===== src/cfc_pkg.sv =====
// cfc_pkg: constants and types for the camera feature control register bank
// assumes a 32-bit apb slave with byte addresses below 8 kbyte
package cfc_pkg;

  // register byte addresses
  localparam logic [12:0] CFC_SOFT_FIRE_ADDR   = 13'h062c;
  localparam logic [12:0] CFC_EXPOSURE_ADDR    = 13'h081c;
  localparam logic [12:0] CFC_TRIG_BEHAV_ADDR  = 13'h0830;
  localparam logic [12:0] CFC_TRIG_DELAY_ADDR  = 13'h0834;
  localparam logic [12:0] CFC_DEFECT_ADDR      = 13'h1a60;

  // field positions, lsb of the word is bit 0
  localparam int CFC_PRESENT_BIT  = 0;
  localparam int CFC_ABS_BIT      = 1;
  localparam int CFC_ONE_PUSH_BIT = 5;
  localparam int CFC_ON_BIT       = 6;
  localparam int CFC_AUTO_BIT     = 7;
  localparam int CFC_POL_BIT      = 7;
  localparam int CFC_SRC_LSB      = 8;
  localparam int CFC_RAW_BIT      = 11;
  localparam int CFC_MODE_LSB     = 12;
  localparam int CFC_HIGH_LSB     = 8;
  localparam int CFC_MAXPIX_LSB   = 8;
  localparam int CFC_VALUE_LSB    = 20;
  localparam int CFC_FIRE_BIT     = 0;

  // trigger mode whose fire bit stays set until software clears it
  localparam logic [3:0]  CFC_STICKY_MODE = 4'h3;
  localparam logic [11:0] CFC_VALUE_RST   = 12'h000;
  localparam logic [31:0] CFC_RDATA_RST   = 32'h0000_0000;

  typedef struct packed {
    logic        on;
    logic        abs_ctl;
    logic        auto_mode;
    logic        one_push;
    logic [3:0]  high;
    logic [11:0] value;
  } cfc_exposure_t;

  typedef struct packed {
    logic        on;
    logic        abs_ctl;
    logic        polarity;
    logic [2:0]  source;
    logic        raw;
    logic        raw_active_d;
    logic [3:0]  mode;
    logic [11:0] param;
  } cfc_trig_t;

  typedef struct packed {
    logic        on;
    logic        abs_ctl;
    logic [11:0] value;
  } cfc_delay_t;

  typedef struct packed {
    logic          pready;
    logic          pslverr;
    logic [31:0]   prdata;
    logic          defect_on;
    cfc_exposure_t expo;
    cfc_trig_t     trig;
    cfc_delay_t    dly;
    logic          busy;
    logic          fire;
    logic          push_start;
    logic [11:0]   delay_out;
    logic          abs_ro;
  } cfc_state_t;

endpackage : cfc_pkg


===== src/cfc_regs.sv =====
// cfc_regs: apb register bank for defect correction, exposure and trigger control
// assumes synchronous inputs on pclk and a single clock domain
//
// Local design decision: the APB register port.
`timescale 1ns/1ns
module cfc_regs
  import cfc_pkg::*;
#(
  parameter int          PIN_COUNT        = 8,
  parameter logic        DEFECT_PRESENT   = 1'b1,
  parameter logic        EXPOSURE_PRESENT = 1'b1,
  parameter logic        TRIG_PRESENT     = 1'b1,
  parameter logic        DELAY_PRESENT    = 1'b1,
  parameter logic        EXTENDED_EXPO    = 1'b1,
  parameter logic [11:0] DEFECT_MAX_PIX   = 12'h0400
) (
  // clock and reset
  input  wire logic                 pclk,
  input  wire logic                 presetn,
  // apb slave
  input  wire logic                 psel,
  input  wire logic                 penable,
  input  wire logic                 pwrite,
  input  wire logic [12:0]          paddr,
  input  wire logic [31:0]          pwdata,
  output logic                      pready,
  output logic                      pslverr,
  output logic [31:0]               prdata,
  // feature logic inputs
  input  wire logic [11:0]          defect_cur_pixels,
  input  wire logic [11:0]          abs_exposure_value,
  input  wire logic [11:0]          auto_exposure_value,
  input  wire logic                 one_push_done,
  input  wire logic                 trigger_done,
  input  wire logic [PIN_COUNT-1:0] gpio_in,
  // feature logic outputs
  output logic                      defect_corr_en,
  output logic                      exposure_en,
  output logic                      exposure_auto,
  output logic [15:0]               exposure_value,
  output logic                      abs_exposure_ro,
  output logic                      one_push_start,
  output logic                      trigger_fire,
  output logic                      trigger_en,
  output logic [3:0]                trigger_mode,
  output logic [11:0]               trigger_param,
  output logic [11:0]               trigger_delay
);

  //////////////////////////////////////////////////////////////////////////////
  cfc_state_t s_reg;
  cfc_state_t s_next;

  function automatic logic addr_known(input logic [12:0] a);
    return (a == CFC_SOFT_FIRE_ADDR) || (a == CFC_EXPOSURE_ADDR) || (a == CFC_TRIG_BEHAV_ADDR) ||
           (a == CFC_TRIG_DELAY_ADDR) || (a == CFC_DEFECT_ADDR);
  endfunction

  logic        setup_ph;
  logic        wr_acc;
  logic        pin_level;
  logic        pin_active;
  logic        ext_event;
  logic [31:0] rd_word;

  assign setup_ph  = psel && !penable;
  assign wr_acc    = psel && penable && s_reg.pready && pwrite && addr_known(paddr);
  // out-of-range source ids read as a low pin
  assign pin_level = (int'(s_reg.trig.source) < PIN_COUNT) ? gpio_in[s_reg.trig.source] : 1'b0;
  assign pin_active = pin_level ~^ s_reg.trig.polarity;
  assign ext_event  = s_reg.trig.on && pin_active && !s_reg.trig.raw_active_d;

  //////////////////////////////////////////////////////////////////////////////
  // reserved bits zero
  always_comb begin
    rd_word = CFC_RDATA_RST;
    case (paddr)
      CFC_DEFECT_ADDR: begin
        rd_word[CFC_PRESENT_BIT] = DEFECT_PRESENT;
        rd_word[CFC_ON_BIT] = s_reg.defect_on;
        rd_word[CFC_MAXPIX_LSB +: 12] = DEFECT_MAX_PIX;
        rd_word[CFC_VALUE_LSB +: 12] = defect_cur_pixels;
      end
      CFC_EXPOSURE_ADDR: begin
        rd_word[CFC_PRESENT_BIT]  = EXPOSURE_PRESENT;
        rd_word[CFC_ABS_BIT]      = s_reg.expo.abs_ctl;
        rd_word[CFC_ONE_PUSH_BIT] = s_reg.expo.one_push;
        rd_word[CFC_ON_BIT]       = s_reg.expo.on;
        rd_word[CFC_AUTO_BIT]     = s_reg.expo.auto_mode;
        // upper bits only with extended exposure
        rd_word[CFC_HIGH_LSB +: 4] = EXTENDED_EXPO ? s_reg.expo.high : 4'h0;
        rd_word[CFC_VALUE_LSB +: 12] = s_reg.expo.value;
      end
      CFC_SOFT_FIRE_ADDR: begin
        rd_word[CFC_FIRE_BIT] = s_reg.busy;
      end
      CFC_TRIG_DELAY_ADDR: begin
        rd_word[CFC_PRESENT_BIT]     = DELAY_PRESENT;
        rd_word[CFC_ABS_BIT]         = s_reg.dly.abs_ctl;
        rd_word[CFC_ON_BIT]          = s_reg.dly.on;
        rd_word[CFC_VALUE_LSB +: 12] = s_reg.dly.value;
      end
      CFC_TRIG_BEHAV_ADDR: begin
        rd_word[CFC_PRESENT_BIT]     = TRIG_PRESENT;
        rd_word[CFC_ABS_BIT]         = s_reg.trig.abs_ctl;
        rd_word[CFC_ON_BIT]          = s_reg.trig.on;
        rd_word[CFC_POL_BIT]         = s_reg.trig.polarity;
        rd_word[CFC_SRC_LSB +: 3]    = s_reg.trig.source;
        rd_word[CFC_RAW_BIT]         = s_reg.trig.raw;
        rd_word[CFC_MODE_LSB +: 4]   = s_reg.trig.mode;
        rd_word[CFC_VALUE_LSB +: 12] = s_reg.trig.param;
      end
      default: rd_word = CFC_RDATA_RST;
    endcase
  end

  //////////////////////////////////////////////////////////////////////////////
  always_comb begin
    s_next = s_reg;
    // zero-wait apb: ready one cycle after setup, read data captured at setup
    s_next.pready  = setup_ph;
    s_next.pslverr = setup_ph && !addr_known(paddr);
    s_next.prdata  = setup_ph ? rd_word : CFC_RDATA_RST;
    s_next.fire       = 1'b0;
    s_next.push_start = 1'b0;
    s_next.trig.raw          = pin_level;
    s_next.trig.raw_active_d = pin_active;

    // auto state: controller value tracks in
    if (s_reg.expo.on && s_reg.expo.auto_mode) begin
      s_next.expo.value = auto_exposure_value;
    end else if (s_reg.expo.on && s_reg.expo.abs_ctl) begin
      s_next.expo.value = abs_exposure_value;
    end

    if (one_push_done) begin
      s_next.expo.one_push = 1'b0;
    end

    if (trigger_done && s_reg.trig.mode != CFC_STICKY_MODE) begin
      s_next.busy = 1'b0;
    end

    if (wr_acc) begin
      case (paddr)
        CFC_DEFECT_ADDR: begin
          s_next.defect_on = pwdata[CFC_ON_BIT];
        end
        CFC_EXPOSURE_ADDR: begin
          s_next.expo.on = pwdata[CFC_ON_BIT];
          if (s_reg.expo.on) begin
            s_next.expo.abs_ctl = pwdata[CFC_ABS_BIT];
            s_next.expo.auto_mode = pwdata[CFC_AUTO_BIT];
            if (pwdata[CFC_ONE_PUSH_BIT] && !s_reg.expo.auto_mode && !pwdata[CFC_AUTO_BIT]) begin
              s_next.expo.one_push = 1'b1;
              s_next.push_start    = 1'b1;
            end
            // value writable only in plain manual
            if (!s_reg.expo.auto_mode && !s_reg.expo.abs_ctl) begin
              s_next.expo.value = pwdata[CFC_VALUE_LSB +: 12];
              if (EXTENDED_EXPO) begin
                s_next.expo.high = pwdata[CFC_HIGH_LSB +: 4];
              end
            end
          end
        end
        CFC_SOFT_FIRE_ADDR: begin
          if (pwdata[CFC_FIRE_BIT]) begin
            s_next.busy = 1'b1;
            s_next.fire = 1'b1;
          end else if (!ext_event) begin
            s_next.busy = 1'b0;
          end
        end
        CFC_TRIG_DELAY_ADDR: begin
          s_next.dly.on = pwdata[CFC_ON_BIT];
          if (s_reg.dly.on) begin
            s_next.dly.abs_ctl = pwdata[CFC_ABS_BIT];
            if (!s_reg.dly.abs_ctl) begin
              s_next.dly.value = pwdata[CFC_VALUE_LSB +: 12];
            end
          end
        end
        CFC_TRIG_BEHAV_ADDR: begin
          s_next.trig.on = pwdata[CFC_ON_BIT];
          if (s_reg.trig.on) begin
            s_next.trig.abs_ctl  = pwdata[CFC_ABS_BIT];
            s_next.trig.polarity = pwdata[CFC_POL_BIT];
            s_next.trig.source   = pwdata[CFC_SRC_LSB +: 3];
            s_next.trig.mode     = pwdata[CFC_MODE_LSB +: 4];
            if (!s_reg.trig.abs_ctl) begin
              s_next.trig.param = pwdata[CFC_VALUE_LSB +: 12];
            end
          end
        end
        default: s_next.dly = s_reg.dly;
      endcase
    end

    // external trigger also marks busy; set wins over clear
    if (ext_event) begin
      s_next.busy = 1'b1;
      s_next.fire = 1'b1;
    end

    s_next.delay_out = s_next.dly.on ? s_next.dly.value : CFC_VALUE_RST;
    s_next.abs_ro = s_next.expo.auto_mode || !s_next.expo.abs_ctl || !s_next.expo.on;
  end

  always_ff @(posedge pclk or negedge presetn) begin
    if (!presetn) begin
      s_reg <= '0;
    end else begin
      s_reg <= s_next;
    end
  end

  //////////////////////////////////////////////////////////////////////////////
  assign pready          = s_reg.pready;
  assign pslverr         = s_reg.pslverr;
  assign prdata          = s_reg.prdata;
  assign defect_corr_en  = s_reg.defect_on;
  assign exposure_en     = s_reg.expo.on;
  assign exposure_auto   = s_reg.expo.auto_mode;
  assign exposure_value  = {s_reg.expo.high, s_reg.expo.value};
  assign abs_exposure_ro = s_reg.abs_ro;
  assign one_push_start  = s_reg.push_start;
  assign trigger_fire    = s_reg.fire;
  assign trigger_en      = s_reg.trig.on;
  assign trigger_mode    = s_reg.trig.mode;
  assign trigger_param   = s_reg.trig.param;
  assign trigger_delay   = s_reg.delay_out;

  //////////////////////////////////////////////////////////////////////////////
  // off feature keeps fields
  AST_EXPO_FROZEN_OFF: assert property (@(posedge pclk) disable iff (!presetn)
    !s_reg.expo.on && !s_next.expo.on |=> $stable(s_reg.expo.auto_mode) && $stable(s_reg.expo.abs_ctl))
    else $error("exposure field changed while feature off");
  AST_AUTO_VALUE: assert property (@(posedge pclk) disable iff (!presetn)
    s_reg.expo.on && s_reg.expo.auto_mode |=> s_reg.expo.value == $past(auto_exposure_value))
    else $error("auto exposure value not tracked");
  AST_PUSH_AUTO: assert property (@(posedge pclk) disable iff (!presetn)
    s_reg.expo.auto_mode && !s_reg.expo.one_push |=> !s_reg.expo.one_push)
    else $error("one push started in auto mode");
  AST_STICKY_BUSY: assert property (@(posedge pclk) disable iff (!presetn)
    s_reg.busy && s_reg.trig.mode == CFC_STICKY_MODE && !wr_acc |=> s_reg.busy)
    else $error("busy cleared itself in sticky mode");
  AST_SELF_CLEAR: assert property (@(posedge pclk) disable iff (!presetn)
    trigger_done && s_reg.trig.mode != CFC_STICKY_MODE && !ext_event && !wr_acc |=> !s_reg.busy)
    else $error("busy not self-cleared");
  AST_FIRE_BUSY: assert property (@(posedge pclk) disable iff (!presetn)
    s_reg.fire |-> s_reg.busy)
    else $error("fire without busy");
  AST_SOFT_FIRE: assert property (@(posedge pclk) disable iff (!presetn)
    wr_acc && paddr == CFC_SOFT_FIRE_ADDR && pwdata[CFC_FIRE_BIT] |=> trigger_fire && s_reg.busy)
    else $error("software fire not taken");
  AST_EXT_FIRE: assert property (@(posedge pclk) disable iff (!presetn)
    ext_event |=> trigger_fire && s_reg.busy)
    else $error("external trigger edge not taken");
  AST_DELAY_OFF: assert property (@(posedge pclk) disable iff (!presetn)
    !s_reg.dly.on |-> s_reg.delay_out == CFC_VALUE_RST)
    else $error("delay applied while off");
  AST_RAW_LEVEL: assert property (@(posedge pclk) disable iff (!presetn)
    $stable(s_reg.trig.source) |=> s_reg.trig.raw == $past(pin_level))
    else $error("raw pin level not reflected");
  AST_RESERVED: assert property (@(posedge pclk) disable iff (!presetn)
    pready && paddr == CFC_TRIG_DELAY_ADDR |-> prdata[19:7] == 13'h0000 && prdata[5:2] == 4'h0)
    else $error("reserved delay bits nonzero");
  AST_ABS_OPEN: assert property (@(posedge pclk) disable iff (!presetn)
    s_reg.expo.on && s_reg.expo.abs_ctl && !s_reg.expo.auto_mode |-> !abs_exposure_ro)
    else $error("absolute register locked in absolute state");
  AST_ABS_LOCKED: assert property (@(posedge pclk) disable iff (!presetn)
    s_reg.expo.on && !s_reg.expo.abs_ctl |-> abs_exposure_ro)
    else $error("absolute register open in plain manual state");
  AST_DEFECT_SWITCH: assert property (@(posedge pclk) disable iff (!presetn)
    wr_acc && paddr == CFC_DEFECT_ADDR |=> defect_corr_en == $past(pwdata[CFC_ON_BIT]))
    else $error("correction switch not written");
  AST_TRIG_FROZEN: assert property (@(posedge pclk) disable iff (!presetn)
    !s_reg.trig.on && !s_next.trig.on |=> $stable(s_reg.trig.mode) && $stable(s_reg.trig.polarity))
    else $error("trigger field changed while feature off");
  AST_PARAM_RO: assert property (@(posedge pclk) disable iff (!presetn)
    s_reg.trig.abs_ctl |=> $stable(s_reg.trig.param))
    else $error("trigger parameter written under absolute control");

endmodule // cfc_regs


===== config.mk =====
export PLATFORM = sky130hd
export DESIGN_NAME = cfc_regs
export DESIGN_NICKNAME = d
export VERILOG_FILES = /design/src/cfc_pkg.sv /design/src/cfc_regs.sv
export SDC_FILE = /design/constraint.sdc
export NUM_CORES = 1
export LEC_CHECK = 0
export ABC_CLOCK_PERIOD_IN_PS = 3800
export BUFFER_PORTS_ARGS = -buffer_cell sky130_fd_sc_hd__clkbuf_2
export CORE_MARGIN = 4
export CORE_UTILIZATION = 56
export CTS_BUF_LIST = sky130_fd_sc_hd__clkbuf_8
export DETAILED_ROUTE_END_ITERATION = 6
export GPL_TIMING_DRIVEN = 0
export HOLD_SLACK_MARGIN = 0.03
export PLACE_DENSITY = 0.88
export SYNTH_ARGS = -nofsm -noshare
export SYNTH_HDL_FRONTEND = slang
export SYNTH_SLANG_ARGS = --single-unit

===== constraint.sdc =====
create_clock -name pclk -period 3.8 [get_ports pclk]
set_input_delay 0.19 -clock pclk [delete_from_list [all_inputs] [get_ports pclk]]
set_output_delay 0.19 -clock pclk [all_outputs]
set_load 0.05 [all_outputs]

# After elaboration in Yosys (flattened, before gate mapping)
# Cells that the tools add are included.
# classes
muxes,36
reduce_logical,35
eq_ne,6
n_lt_le_gt_ge,1
bitwise,2
# op_table
operator,count
$mux 12,4
$pmux 12 s4,1
$eq 13x12->1 const B,3
$mux 32,1
$mux 26,1
$mux 20,1
$mux 19,1
$mux 17,1
$mux 16,1
$logic_and 1x1->1,14
$mux 14,1
$eq 13x11->1 const B,1
$eq 13x13->1 const B,1
$mux 13,1
$mux 1,11
$logic_not 1->1,8
$pmux 4 s2,1
$reduce_and 4->1,2
$logic_or 1x1->1,6
$mux 6,1
$reduce_and 3->1,2
$mux 5,1
$lt 3x4->1 const B,1
$mux 2,2
11 further kinds,13
# totals
word_cells,106
register_bits,109
output_inout_bits,85
inputBits,96

# Depth between registers and ports, before layout
# depth
ltp_word,10
depth_mapped,6
depth_no_buf,4

# Least setup slack after synthesis
# Ideal clock, no wire load.
# synth_path
kind,input to register
from,input paddr[8]
to,register s_reg (netlist bit trigger_param[10])
path_stages,6
n_path_buf,2
t_arrival_ns,2.058
slack_ns,1.615
required_time_ns,3.672
setup_ns,0.128
cell_sequence,or4b_1 buf_2 nor4_4 and4b_1 buf_4 mux2_1
# synth_via
elab_chain_cells,7
elab_cells_between_ends,11
cone_classes,5 x eq/ne; 6 x reduce/logical
# synth_lines
item,line,text
"start, declared",cfc_regs.sv:24,"input wire logic [12:0] paddr,"
$eq 13x11->1 / $eq 13x12->1 (equally long branches),cfc_regs.sv:55,return (a == CFC_SOFT_FIRE_ADDR) || (a == CFC_EXPOSURE_ADDR) || (a == CFC_TRIG_BEHAV_ADDR) ||
$logic_or 1x1->1 (3 in a row),cfc_regs.sv:55,
$logic_or 1x1->1,cfc_regs.sv:56,(a == CFC_TRIG_DELAY_ADDR) || (a == CFC_DEFECT_ADDR);
$logic_and 1x1->1,cfc_regs.sv:67,assign wr_acc = psel && penable && s_reg.pready && pwrite && addr_known(paddr);
$reduce_and 4->1 (no source line) (*),--,
"end signal, assigned",cfc_regs.sv:214,s_reg <= s_next;
"end, declared",cfc_regs.sv:51,cfc_state_t s_reg;
# Mark *: on every way between the ends. The rest lies on a longest branch, timed or not.
# A chain may end at the register's enable or synchronous reset.

==> results by group <==
Yosys
  • Synth top area cells: dfrtp_1 50%, buf_4 11%, mux2_2 7.2%
  • Area share of the largest cell type after synthesis: 0.499
  • Post-Syn Area: 0.00517 mm²
  • Synthesis Warnings: 0
  • Cell taking the most area after synthesis: dfrtp_1
  • Synth top cells by count: 103 x dfrtp_1, 77 x buf_4, 43 x a22oi_1, 33 x mux2_2, 26 x a22o_1
  • Count of state elements after synthesis: between 100 and 150
  • Avg Cell Area, Syn: 11.5 µm²
  • Ys flop type: dfrtp_1
  • Post-synth ARST share: 1.00
  • Count of different cell masters after synthesis: 45
  • Count leader, synth: dfrtp_1
  • Post-synthesis sequential area ratio: 0.499
  • Mapped Cells: 448
  • Post-synth EDFFs: 0

Detailed routing
  • Vias per cell: 5.91
  • Detailed Route Iter0 Violations: between 200 and 300
  • # DRC: 0
  • Final wirelength: 14,200 µm
  • Pre-antenna DRT Iters: 7
  • Wirelength per Cell: ~19 µm
  • Antenna Violating Nets Remaining: 0
  • Vias: 4,418

Timing
  • Endpoints failing setup: 0
  • Fin crit share: 0.608
  • Setup TNS: 0 ps
  • Tmin final: 2310 ps
  • FMAX: 433 MHz
  • Measured slew at the worst slew-check pin: 797 ps
  • Slew Limit Fails: 0
  • Clock Skew: 15.9 ps
  • Hold Vio Cnt, Final: 0
  • RSZ-0062 raised after global routing: no
  • Slew headroom: 0.465

Power and ir drop
  • Pleak: 3.44 nW
  • PD cells: 302 mW/mm²
  • Overall Power: 0.00194 W
  • IR drop worst, VDD: 209 µV

Finish
  • ANT cells: 0
  • Area grow syn2layout: 24.1%
  • Design Area, Final: 0.00641 mm²
  • Layout Nets: 730
  • Largest register FFs: 26
  • Layout cell share with drive strength beyond 1: 0.491

CTS
  • CTS Buf Count: 9
  • CTS H-tree depth: 3
  • Clk_lat worst skew: 370 ps
  • Post-cts sizing count: 0
  • CTS tree: yes
  • Max clock buf depth: 2
  • Clk root buf: clkbuf_8
  • Post-CTS setup repair buffer count: 0
  • Reg clk slew, reported paths: 90 ps
  • CTS Sinks: 103

Worst setup path
  • Worst setup SP type: flop
  • Crit path arrival time: 2560 ps
  • Critical Path RT: 4060 ps
  • Setup crit end kind: flop
  • CP max FO: 10
  • CP Class: reg2reg

Floorplan
  • Initial Util: 0.584
  • Overall die height: 104 µm
  • Site row count: 34
  • I/O pins: 181
  • Chip width: 104 µm
  • Core ar.: just under 0.009 mm²
  • DIE AREA: 0.0108 mm²

Placement
  • DP HPWL: 10,700 µm
  • Placed Instance Area: 0.00619 mm²
  • GPL Wtd Cong: roughly 0.85
  • IO Port Bufs: 167

GRT
  • Vias in the first global route: 4,575
  • First-pass GRT wire length: about 23,000 µm
  • Remaining global-route overflow: 0
  • Largest net degree at the start of global routing: 63
  • Global Route Usage Sum: 0.261
  • Antenna violations before repair: 0

Hold path
  • Worst hold-check path type: in2reg

Status
  • Status: completed

Run
  • Max_cap viols: 0
## worst paths after layout
path,end,cells past startpoint,from,slack (ps)
worst min register to register,prdata[11],2,s_reg[47],520
worst min-delay path,exposure_value[15],2,pwdata[11],60
worst max-delay path,exposure_value[10],5,pready,1490
worst max register to register,exposure_value[10],5,pready,1490
max in group asynchronous,trigger_param[9],3,presetn,2710
min in group asynchronous,s_reg[49],2,presetn,400
## stage by stage
stage	std cells	hold slack, ps	util	setup slack (ps)
after global placement	728	390	0.696	1210
final	747	55.2	0.725	1490
after detailed placement	729	260	0.699	1200
after CTS	747	47.3	0.725	1530
after floorplan	453	-106	-	1610
after global routing	747	48.8	0.725	1410
## final cells by class
cell class,count,area [µm²]
repair buffers,170,886
flip-flops and latches,103,2580
fillers,627,2430
well taps,108,135
clock buffers,10,138
inverters,4,15.0
clock inverters,6,68.8
plain buffers,102,681
multi-input cells,244,1910
## repair_timing
| action | 4_1_cts | 5_1_grt |
|---|---|---|
| hold endpoints to repair | 42 | 0 |
| setup endpoints to repair | 0 | 0 |
| hold buffers | 2 | 0 |
## cells by family after synthesis
group / count (synthesis) / synth area share
AO/OA/AOI/OAI: 105 / 0.154
AND/OR/NAND/NOR: 86 / 0.106
XOR/XNOR: 2 / 0.00339
flip-flops: 103 / 0.499
other: 1 / 0.000726
buffers and inverters: 106 / 0.135
multiplexers: 45 / 0.102
## placed cells by master (no fill, tap or decap), types with 12 or more instances in the layout
cell,instances
nand2_1,18
nand3_1,16
buf_4,77
clkbuf_1,18
a22o_1,26
clkbuf_2,166
o21ai_0,12
a211oi_1,13
mux2_2,33
nor2_1,12
a22oi_1,43
dfrtp_1,103
## where the power goes
part | internal [W] | leakage (nW) | total [W] | switching [W]
combinational | 0.0000509 | 1.90 | 0.000134 | 0.0000827
sequential | 0.00110 | 1.43 | 0.00110 | 0.000000887
clock | 0.000326 | 0.103 | 0.000707 | 0.000381
## worst max-delay path, stage by stage, from the launching register on
cell      delay [ps]
dfrtp_1          400
and4_1           240
and2_1           200
nand4_1          350
clkbuf_1         600
mux2_2           410
## routing by layer
layer  share of wire  vias to the layer above  routed length, µm  track usage
met1            0.39                     2220               5490        0.328
met2            0.51                      227               7310        0.443
met5               0                        -                  0            0
li1                -                     1940                  -            -
met3           0.074                       31               1050       0.0478
met4           0.025                        0                360        0.109
Note: power is estimated with default switching activity, not from simulation.
